==> config.mk <==
export PLATFORM = sky130hd
export DESIGN_NAME = dram_cke_and_command_decode
export DESIGN_NICKNAME = d
export VERILOG_FILES = /design/src/inc/dram_cmd_pkg.sv /design/src/hdl/dram_cke_and_command_decode.sv /design/src/hdl/row_table.sv
export SDC_FILE = /design/constraint.sdc
export NUM_CORES = 1
export LEC_CHECK = 0
export BUFFER_PORTS_ARGS = -buffer_cell sky130_fd_sc_hd__buf_2
export CAP_MARGIN = 10
export CORE_MARGIN = 10
export CORE_UTILIZATION = 56
export CTS_CLUSTER_DIAMETER = 200
export DETAILED_ROUTE_END_ITERATION = 10
export PLACE_DENSITY = 0.78
export SYNTH_ARGS = -nofsm -noshare
export SYNTH_HDL_FRONTEND = slang
export SYNTH_SLANG_ARGS = --single-unit
==> constraint.sdc <==
create_clock -name clk_sys_in -period 2.35 [get_ports clk_sys_in]
set_input_delay 0.235 -clock clk_sys_in [delete_from_list [all_inputs] [get_ports clk_sys_in]]
set_output_delay 0.235 -clock clk_sys_in [all_outputs]
set_load 0.1 [all_outputs]
==> src/inc/dram_cmd_pkg.sv <==
// Shared constants and types for the DRAM command decode block.
// Assumes a single 10 MHz clock domain; no software registers.
package dram_cmd_pkg;

  // ****************************************************************
  // Geometry
  // ****************************************************************
  localparam int BANK_W  = 3;
  localparam int ADDR_W  = 16;
  localparam int BANKS   = 8;
  localparam int COL_W   = 3;
  localparam int A10_POS = 10;
  localparam int A12_POS = 12;

  // ****************************************************************
  // Timing
  // ****************************************************************
  localparam int CLK_PERIOD_NS = 100;
  localparam int SHORT_CAL_CYC = 64;
  localparam int INIT_CAL_CYC  = 512;
  localparam int OPER_CAL_CYC  = 256;
  localparam int BURST_8_BEATS = 8;
  localparam int BURST_4_BEATS = 4;
  localparam int CAL_CNT_W     = 10;
  localparam int BEAT_CNT_W    = 4;

  // ****************************************************************
  // Command pins and decoded commands
  // ****************************************************************
  typedef struct packed {
    logic                cs_n;
    logic                ras_n;
    logic                cas_n;
    logic                we_n;
    logic [BANK_W-1:0]   bank;
    logic [ADDR_W-1:0]   addr;
  } cmd_pins_t;

  typedef enum logic [3:0] {
    CMD_DESELECT = 4'h0,
    CMD_NOP      = 4'h1,
    CMD_ACTIVATE = 4'h2,
    CMD_READ     = 4'h3,
    CMD_WRITE    = 4'h4,
    CMD_PRECHG   = 4'h5,
    CMD_REFRESH  = 4'h6,
    CMD_MODE_SET = 4'h7,
    CMD_CAL_LONG = 4'h8,
    CMD_CAL_SHRT = 4'h9
  } cmd_t;

  // Gray-coded along idle -> active -> power-down paths
  typedef enum logic [2:0] {
    ST_IDLE       = 3'h0,
    ST_ACTIVE     = 3'h1,
    ST_ACT_PDOWN  = 3'h3,
    ST_PRE_PDOWN  = 3'h2,
    ST_SELF_REF   = 3'h6
  } pstate_t;

  typedef struct packed {
    logic              valid;
    logic              autoprecharge;
    logic              chop;
    logic [BANK_W-1:0] bank;
    logic [COL_W-1:0]  start_col;
  } read_info_t;

endpackage : dram_cmd_pkg

==> src/hdl/dram_cke_and_command_decode.sv <==
// Command-side state handling of a synchronous DRAM: clock-enable driven
// power-down and self refresh, impedance calibration, row open and read.
// Assumes the controller drives pins on this clock; pins are synchronised.
//
// Summary of operation
// - Decode commands from strobes at rising edge
// - Judge using prior state and two CKE samples
// - Low-low holds; low-high with DES/NOP exits
// - High-low DES/NOP from busy enters power-down
// - Idle (no open row, no burst) enters precharge power-down
// - REFRESH with CKE falling from idle, no calibration running: self refresh
// - Termination input never affects CKE transitions
// - DESELECT takes no command, ongoing work continues
// - NOP registers nothing, ongoing work continues
// - Long calibration starts engine, updates impedances
// - Short calibration finishes within 64 cycles
// - ACTIVATE opens addressed row in bank
// - READ starts burst at low column bits
// - Address bit 10 selects auto precharge
// - Bit 12 chooses chop when on-the-fly enabled
// - READ burst runs to completion uninterrupted
// - READ encoding with CKE high both edges
module dram_cke_and_command_decode #(
  parameter int INIT_CAL = dram_cmd_pkg::INIT_CAL_CYC,
  parameter int OPER_CAL = dram_cmd_pkg::OPER_CAL_CYC
) (
  input  wire logic                          clk_sys_in,      // 10 MHz clock
  input  wire logic                          resetn_in,       // Async reset, active low
  input  wire logic                          ce_in,           // Clock enable for all state
  input  wire logic                          cke_in,          // DRAM clock-enable pin
  input  wire dram_cmd_pkg::cmd_pins_t       pins_in,         // Command/address pins
  input  wire logic                          odt_in,          // Termination pin, unused
  input  wire logic                          otf_en_in,       // On-the-fly burst enable
  input  wire logic                          cfg_chop_in,     // Configured chop length
  input  wire logic                          init_done_in,    // Initialisation finished
  output logic [2:0]                         pstate_out,      // Power state
  output dram_cmd_pkg::read_info_t           read_out,        // Read launch, pulse
  output logic                               burst_busy_out,  // Burst in flight
  output logic                               cal_busy_out,    // Calibration running
  output logic                               imp_update_out,  // Impedance update pulse
  output logic [(1<<dram_cmd_pkg::BANK_W)-1:0] bank_open_out, // Open bank flags
  output logic                               act_out,         // ACTIVATE taken, pulse
  output logic [dram_cmd_pkg::ADDR_W-1:0]    act_row_out      // Row of last ACTIVATE
);

  // ****************************************************************
  // Pin synchronisers
  // ****************************************************************
  dram_cmd_pkg::cmd_pins_t pins_s1_ff, pins_s2_ff;
  logic cke_s1_ff, cke_s2_ff, cke_prev_ff;

  always_ff @(posedge clk_sys_in or negedge resetn_in) begin
    if (!resetn_in) begin
      pins_s1_ff  <= '{cs_n: 1'b1, ras_n: 1'b1, cas_n: 1'b1, we_n: 1'b1, default: '0};
      pins_s2_ff  <= '{cs_n: 1'b1, ras_n: 1'b1, cas_n: 1'b1, we_n: 1'b1, default: '0};
      cke_s1_ff   <= 1'b0;
      cke_s2_ff   <= 1'b0;
      cke_prev_ff <= 1'b0;
    end else if (ce_in) begin
      pins_s1_ff  <= pins_in;
      pins_s2_ff  <= pins_s1_ff;
      cke_s1_ff   <= cke_in;
      cke_s2_ff   <= cke_s1_ff;
      cke_prev_ff <= cke_s2_ff;
    end
  end

  // ****************************************************************
  // Command decode
  // ****************************************************************
  function automatic dram_cmd_pkg::cmd_t decode(input dram_cmd_pkg::cmd_pins_t p);
    logic [2:0] s;
    s = {p.ras_n, p.cas_n, p.we_n};
    if (p.cs_n) begin
      decode = dram_cmd_pkg::CMD_DESELECT;
    end else begin
      case (s)
        3'h7:    decode = dram_cmd_pkg::CMD_NOP;
        3'h3:    decode = dram_cmd_pkg::CMD_ACTIVATE;
        3'h5:    decode = dram_cmd_pkg::CMD_READ;
        3'h4:    decode = dram_cmd_pkg::CMD_WRITE;
        3'h2:    decode = dram_cmd_pkg::CMD_PRECHG;
        3'h1:    decode = dram_cmd_pkg::CMD_REFRESH;
        3'h0:    decode = dram_cmd_pkg::CMD_MODE_SET;
        default: decode = p.addr[dram_cmd_pkg::A10_POS] ?
                          dram_cmd_pkg::CMD_CAL_LONG : dram_cmd_pkg::CMD_CAL_SHRT;
      endcase
    end
  endfunction : decode

  function automatic logic [dram_cmd_pkg::CAL_CNT_W-1:0] cycles(input int n);
    cycles = dram_cmd_pkg::CAL_CNT_W'(n);
  endfunction : cycles

  // termination input deliberately not read by any logic.
  wire dram_cmd_pkg::cmd_t cmd     = decode(pins_s2_ff);
  wire logic               cke_now = cke_s2_ff;
  wire logic               quiet   = (cmd == dram_cmd_pkg::CMD_DESELECT) ||
                                     (cmd == dram_cmd_pkg::CMD_NOP);
  wire logic               fall    = cke_prev_ff && !cke_now;
  wire logic               rise    = !cke_prev_ff && cke_now;
  wire logic               run     = cke_prev_ff && cke_now;

  // ****************************************************************
  // Power state machine
  // ****************************************************************
  dram_cmd_pkg::pstate_t state_ff, nxt_state;

  wire logic asleep   = (state_ff == dram_cmd_pkg::ST_ACT_PDOWN) ||
                        (state_ff == dram_cmd_pkg::ST_PRE_PDOWN) ||
                        (state_ff == dram_cmd_pkg::ST_SELF_REF);
  wire logic any_open = |bank_open_out;
  wire logic busy     = any_open || burst_busy_out;
  wire logic take     = !asleep && run;

  always_comb begin
    nxt_state = state_ff;
    case (state_ff)
      dram_cmd_pkg::ST_IDLE, dram_cmd_pkg::ST_ACTIVE: begin
        if (fall && quiet) begin
          nxt_state = busy ? dram_cmd_pkg::ST_ACT_PDOWN
                           : dram_cmd_pkg::ST_PRE_PDOWN;
        end else if (fall && cmd == dram_cmd_pkg::CMD_REFRESH && !busy && !cal_busy_out) begin
          nxt_state = dram_cmd_pkg::ST_SELF_REF;
        end else begin
          nxt_state = any_open ? dram_cmd_pkg::ST_ACTIVE : dram_cmd_pkg::ST_IDLE;
        end
      end
      dram_cmd_pkg::ST_ACT_PDOWN, dram_cmd_pkg::ST_PRE_PDOWN: begin
        if (rise && quiet) begin
          nxt_state = any_open ? dram_cmd_pkg::ST_ACTIVE : dram_cmd_pkg::ST_IDLE;
        end
      end
      dram_cmd_pkg::ST_SELF_REF: begin
        if (rise && quiet) begin
          nxt_state = dram_cmd_pkg::ST_IDLE;
        end
      end
      default: nxt_state = dram_cmd_pkg::ST_IDLE;
    endcase
  end

  always_ff @(posedge clk_sys_in or negedge resetn_in) begin
    if (!resetn_in) begin
      state_ff <= dram_cmd_pkg::ST_IDLE;
    end else if (ce_in) begin
      state_ff <= nxt_state;
    end
  end
  assign pstate_out = state_ff;

  // ****************************************************************
  // Row table
  // ****************************************************************
  wire logic do_act  = take && cmd == dram_cmd_pkg::CMD_ACTIVATE;
  wire logic do_pre  = take && cmd == dram_cmd_pkg::CMD_PRECHG;
  wire logic do_read = take && cmd == dram_cmd_pkg::CMD_READ &&
                       !burst_busy_out && bank_open_out[pins_s2_ff.bank];
  logic                        ap_pend_ff;
  logic [dram_cmd_pkg::BANK_W-1:0] ap_bank_ff;
  logic                        burst_end;
  // A finished auto precharge waits while ACTIVATE or PRECHARGE holds the
  // single row-table write port, so neither close is lost
  wire logic close_ap = ap_pend_ff && (burst_end || !burst_busy_out) &&
                        !do_act && !do_pre;
  wire logic [dram_cmd_pkg::BANK_W-1:0] close_bank = close_ap ? ap_bank_ff : pins_s2_ff.bank;

  row_table #(
    .BANK_W (dram_cmd_pkg::BANK_W),
    .ROW_W  (dram_cmd_pkg::ADDR_W)
  ) u_rows (
    .clk_sys_in (clk_sys_in),
    .resetn_in  (resetn_in),
    .ce_in      (ce_in),
    .open_in    (do_act),
    .close_in   (do_pre || close_ap),
    .wbank_in   (do_act ? pins_s2_ff.bank : close_bank),
    .wrow_in    (pins_s2_ff.addr),
    .rbank_in   (pins_s2_ff.bank),
    .rrow_out   (),
    .open_out   (bank_open_out)
  );

  // ****************************************************************
  // Read burst
  // ****************************************************************
  logic [dram_cmd_pkg::BEAT_CNT_W-1:0] beats_ff;
  wire logic chop_sel = otf_en_in ? !pins_s2_ff.addr[dram_cmd_pkg::A12_POS]
                                  : cfg_chop_in;
  assign burst_end = burst_busy_out && beats_ff == dram_cmd_pkg::BEAT_CNT_W'(1);

  always_ff @(posedge clk_sys_in or negedge resetn_in) begin
    if (!resetn_in) begin
      beats_ff       <= '0;
      burst_busy_out <= 1'b0;
      ap_pend_ff     <= 1'b0;
      ap_bank_ff     <= '0;
      read_out       <= '0;
      act_out        <= 1'b0;
      act_row_out    <= '0;
    end else if (ce_in) begin
      read_out.valid <= do_read;
      act_out        <= do_act;
      if (do_act) begin
        act_row_out <= pins_s2_ff.addr;
      end
      if (do_read) begin
        read_out.autoprecharge <= pins_s2_ff.addr[dram_cmd_pkg::A10_POS];
        read_out.chop          <= chop_sel;
        read_out.bank          <= pins_s2_ff.bank;
        read_out.start_col     <= pins_s2_ff.addr[dram_cmd_pkg::COL_W-1:0];
        ap_pend_ff             <= pins_s2_ff.addr[dram_cmd_pkg::A10_POS];
        ap_bank_ff             <= pins_s2_ff.bank;
        burst_busy_out         <= 1'b1;
        beats_ff <= chop_sel ? dram_cmd_pkg::BEAT_CNT_W'(dram_cmd_pkg::BURST_4_BEATS)
                             : dram_cmd_pkg::BEAT_CNT_W'(dram_cmd_pkg::BURST_8_BEATS);
      end else if (burst_end) begin
        burst_busy_out <= 1'b0;
        beats_ff       <= '0;
      end else if (burst_busy_out) begin
        beats_ff <= beats_ff - dram_cmd_pkg::BEAT_CNT_W'(1);
      end
      if (close_ap && !do_read) begin
        ap_pend_ff <= 1'b0;
      end
    end
  end

  // ****************************************************************
  // Impedance calibration engine
  // ****************************************************************
  logic [dram_cmd_pkg::CAL_CNT_W-1:0] cal_cnt_ff;
  wire logic cal_long  = take && cmd == dram_cmd_pkg::CMD_CAL_LONG;
  wire logic cal_short = take && cmd == dram_cmd_pkg::CMD_CAL_SHRT;
  // Long window depends on whether initialisation is done; the short
  // window is fixed so the correction always lands inside 64 cycles.
  wire logic [dram_cmd_pkg::CAL_CNT_W-1:0] cal_len =
    cal_long ? (init_done_in ? cycles(OPER_CAL) : cycles(INIT_CAL))
             : cycles(dram_cmd_pkg::SHORT_CAL_CYC);

  always_ff @(posedge clk_sys_in or negedge resetn_in) begin
    if (!resetn_in) begin
      cal_cnt_ff     <= '0;
      cal_busy_out   <= 1'b0;
      imp_update_out <= 1'b0;
    end else if (ce_in) begin
      imp_update_out <= 1'b0;
      if ((cal_long || cal_short) && !cal_busy_out) begin
        cal_busy_out <= 1'b1;
        cal_cnt_ff   <= cal_len;
      end else if (cal_busy_out && cal_cnt_ff == cycles(1)) begin
        cal_busy_out   <= 1'b0;
        imp_update_out <= 1'b1;
        cal_cnt_ff     <= '0;
      end else if (cal_busy_out) begin
        cal_cnt_ff <= cal_cnt_ff - cycles(1);
      end
    end
  end

  logic [6:0] short_age_ff;   // Cycles since a short calibration started
  always_ff @(posedge clk_sys_in or negedge resetn_in) begin
    if (!resetn_in) begin
      short_age_ff <= '0;
    end else if (ce_in) begin
      if (cal_short && !cal_busy_out) begin
        short_age_ff <= 7'h01;
      end else if (short_age_ff != 7'h00 && cal_busy_out) begin
        short_age_ff <= short_age_ff + 7'h01;
      end else begin
        short_age_ff <= '0;
      end
    end
  end
endmodule : dram_cke_and_command_decode

==> src/hdl/row_table.sv <==
// Open-row memory: one row address and one open flag per bank.
// Assumes a single clock; read data are registered.
module row_table #(
  parameter int BANK_W = 3,
  parameter int ROW_W  = 16
) (
  input  wire logic              clk_sys_in,   // System clock
  input  wire logic              resetn_in,    // Async reset, active low
  input  wire logic              ce_in,        // Clock enable
  input  wire logic              open_in,      // Open a row
  input  wire logic              close_in,     // Close a bank
  input  wire logic [BANK_W-1:0] wbank_in,     // Bank written
  input  wire logic [ROW_W-1:0]  wrow_in,      // Row written
  input  wire logic [BANK_W-1:0] rbank_in,     // Bank read
  output logic      [ROW_W-1:0]  rrow_out,     // Registered row
  output logic      [(1<<BANK_W)-1:0] open_out // Open flags
);
  logic [ROW_W-1:0] rows_ff [(1<<BANK_W)];

  always_ff @(posedge clk_sys_in) begin
    if (ce_in && open_in) begin
      rows_ff[wbank_in] <= wrow_in;
    end
  end

  always_ff @(posedge clk_sys_in or negedge resetn_in) begin
    if (!resetn_in) begin
      open_out <= '0;
      rrow_out <= '0;
    end else if (ce_in) begin
      rrow_out <= rows_ff[rbank_in];
      if (open_in) begin
        open_out[wbank_in] <= 1'b1;
      end else if (close_in) begin
        open_out[wbank_in] <= 1'b0;
      end
    end
  end
endmodule : row_table

==> results.md <==
- Initial antenna violation count: 0
- Commonest cells post-synth: dfrtp_1, mux2_2, o21ai_0
- Drt drc: 0
- GR Util met2: 25.7%
- Diodes inserted: 0
- Static leakage: 2.52 nW
- Initial DRC Count: 76
- Largest net degree at the start of global routing: 47
- Peak VDD IR: 600 uV
- Crit path arrival time: 2500 ps
- Max Slew Vio Count: 0
- CTS root buf: clkbuf_8
- Final TNS setup: 0 ps
- Slew headroom: 60.1%
- Worst-skew pair later-pin latency: 370 ps
- Multi-input logic area: 1910 um^2
- Row count: 33
- Final Instance Area: 5340 um^2
- Final WL: 9580 um
- Die Ht: 111 um
- First-pass GRT wire length: 16600 um
- DP HPWL: 6990 um
- Setup crit end kind: register
- Hold Path Cell Cnt: 2
- Die ar.: 12300 um^2
- Worst-Margin Slew: 599 ps
- Cell Area, Synth: 4640 um^2
- Critical path launch point type: register
- # fillers: 654
- Area occupied by registers: 2630 um^2
- Final nets: 474
- WP data required: 2610 ps
- CTS tree: done
- RSZ-0062 raised after global routing: false
- Fraction of the yosys area taken by sequential cells: 56.3%
- Status: complete, no violations
- Power Density: 927 nW/um^2
- Max Freq: 446 MHz
- Starting Density: 57.0%
- Drt via density: 5.67
- Ys Warns: 0
- Clk buf depth: 2
- Layout cells sized above 1: 45.9%
- Hold Path Class: in -> reg
- M3 GR Usage: 5.14%
- Average cell area after synthesis: 12.9 um^2
- Met1 GRT Util: 19.7%
- Ys async rst share: 100%
- TritonCTS buffer count: 9
- PortBufs: 69
- Grt total ovfl: 0
- Fin util: 65.7%
- Worst hold slack: 89.9 ps
- Antenna Nets Post-Route: 0
- Max_cap viols: 0
- Layer with the highest usage: met2
- Min Tclk post-route: 2240 ps
- Ys flop type: dfrtp_1
- Synth top area share: 51.8%
- H-tree Lvls: 3
- Area Overhead vs Synth: 15.2%
- Post-Syn Nets: 396
- Final GP Congestion: 0.837
- Count of different cell masters after synthesis: 52
- Post-route clock period utilization: 95.3%
- Core area: 8130 um^2
- Worst Path Max Fanout: 11
- DIE WIDTH: 111 um
- EDFF count, synth: 0
- Post-CTS setup buffer count: 0
- Top-count cell post-synth: dfrtp_1
- I/O Pins: 71
- Gr usage total: 16.0%
- Worst-path clk slew: 100 ps
- Mapped Cells: 361
- Cell area after placement: 5150 um^2
- Routed len/inst: 17.4 um
- Yosys top cell by area: dfrtp_1
- Synth Register Bits: 104
- Final Setup Violations: 0
- Endpoints failing hold: 0
- Vias: 3114
- Pre-antenna DRT Iters: 4
- Dominant cells by area after synthesis: dfrtp_1, mux2_2, dfstp_2, o21ai_0, nand2_1
- Clock skew: 11.4 ps
- Vias in the first global route: 3323
- Worst R2R Path Depth: 6
- Clk sink count: 104
- Critical path class: reg -> reg
[worst max-delay path, cell delays in order, from the launching register on]
cell and delay (ps):
dfrtp_4 500, a21boi_1 200, or3_1 540, a41o_1 300
buf_4 140, o21ai_0 90, mux2_2 360
[placed cells by master, fill, tap and decap left out, types with 5 or more instances in the layout]
cell,instances
a21o_1,6
a21oi_1,12
buf_2,68
buf_4,15
clkbuf_8,9
dfrtp_1,85
dfrtp_2,10
dfstp_2,8
inv_1,9
mux2_2,81
nand2_1,18
nand2b_1,7
nand3_1,5
nor2_1,10
nor3_1,5
o21ai_0,21
[metal layers]
| metal | up-vias | share of wire (%) |
|---|---|---|
| met4 | 0 | 1.1 |
| li1 | 1467 | - |
| met3 | 8 | 6.7 |
| met1 | 1573 | 43 |
| met5 | - | 0 |
| met2 | 66 | 49 |
[through the flow]
step | power [mW] | cells | setup WS (ps)
2_1_floorplan | 3.59 | 361 | 50.5
3_3_place_gp | 3.89 | 532 | 170
3_5_place_dp | 3.96 | 532 | 135
4_1_cts | 4.99 | 549 | 117
5_1_grt | 5.22 | 549 | 36.5
6_report | 4.95 | 549 | 109
[where the power goes]
group / internal, mW / switching, mW
Combinational: 0.433 / 1.14
Clock: 0.399 / 0.635
Sequential: 2.09 / 0.249
Total: 2.92 / 2.03
[path summary, 6_finish.rpt]
kind                                        endpoint  slack (ps)                 startpoint
setup reg to reg                            register         110  pstate_out[1]$_DFFE_PN0P_
min in group asynchronous        act_out$_DFFE_PN0P_         410                  resetn_in
max in group asynchronous  pstate_out[0]$_DFFE_PN0P_        1180                  resetn_in
setup / recovery                            register         110  pstate_out[1]$_DFFE_PN0P_
hold reg to reg              read_out[8]$_DFFE_PN0P_         480    read_out[8]$_DFFE_PN0P_
hold / removal             pins_s1_ff[7]$_DFFE_PN0P_          90                 pins_in[7]
[kinds of logic after synthesis]
group	Yosys count	share of synthesized area (%)
xor+xnor	3	0.566
flops	104	56.3
buf+inv	26	2.64
mux	84	21.0
compound gates	62	8.55
fa+ha+maj	4	1.08
simple gates	78	9.84
[sequential cells by signal, indices dropped and copies added (netlist names), named ones only]
| register | cells |
|---|---|
| cal_busy_out | 1 |
| pstate_out | 3 |
| pins_s2_ff | 23 |
| cke_prev_ff | 1 |
| ap_bank_ff | 3 |
| imp_update_out | 1 |
| pins_s1_ff | 23 |
| cke_s1_ff | 1 |
| beats_ff | 4 |
| act_row_out | 16 |
| cal_cnt_ff | 10 |
| cke_now | 1 |
| ap_pend_ff | 1 |
| burst_busy_out | 1 |
| read_out | 6 |
| act_out | 1 |
[layout make-up]
cell class / count / area share [%]
Inverter: 9 / 0.632
Clock inverter: 6 / 0.960
Multi-Input combinational cell: 231 / 35.7
Tap cell: 105 / 2.46
Clock buffer: 10 / 2.39
Sequential cell: 104 / 49.2
Timing Repair Buffer: 84 / 8.66
[timing repair]
action / 4_1_cts / 5_1_grt
hold buffers: 1 / 0
resized for setup: 0 / 1
endpoints found under the hold margin: 35 / 0
endpoints found under the setup margin: 0 / 1
Power figures use the tool's default switching activity.
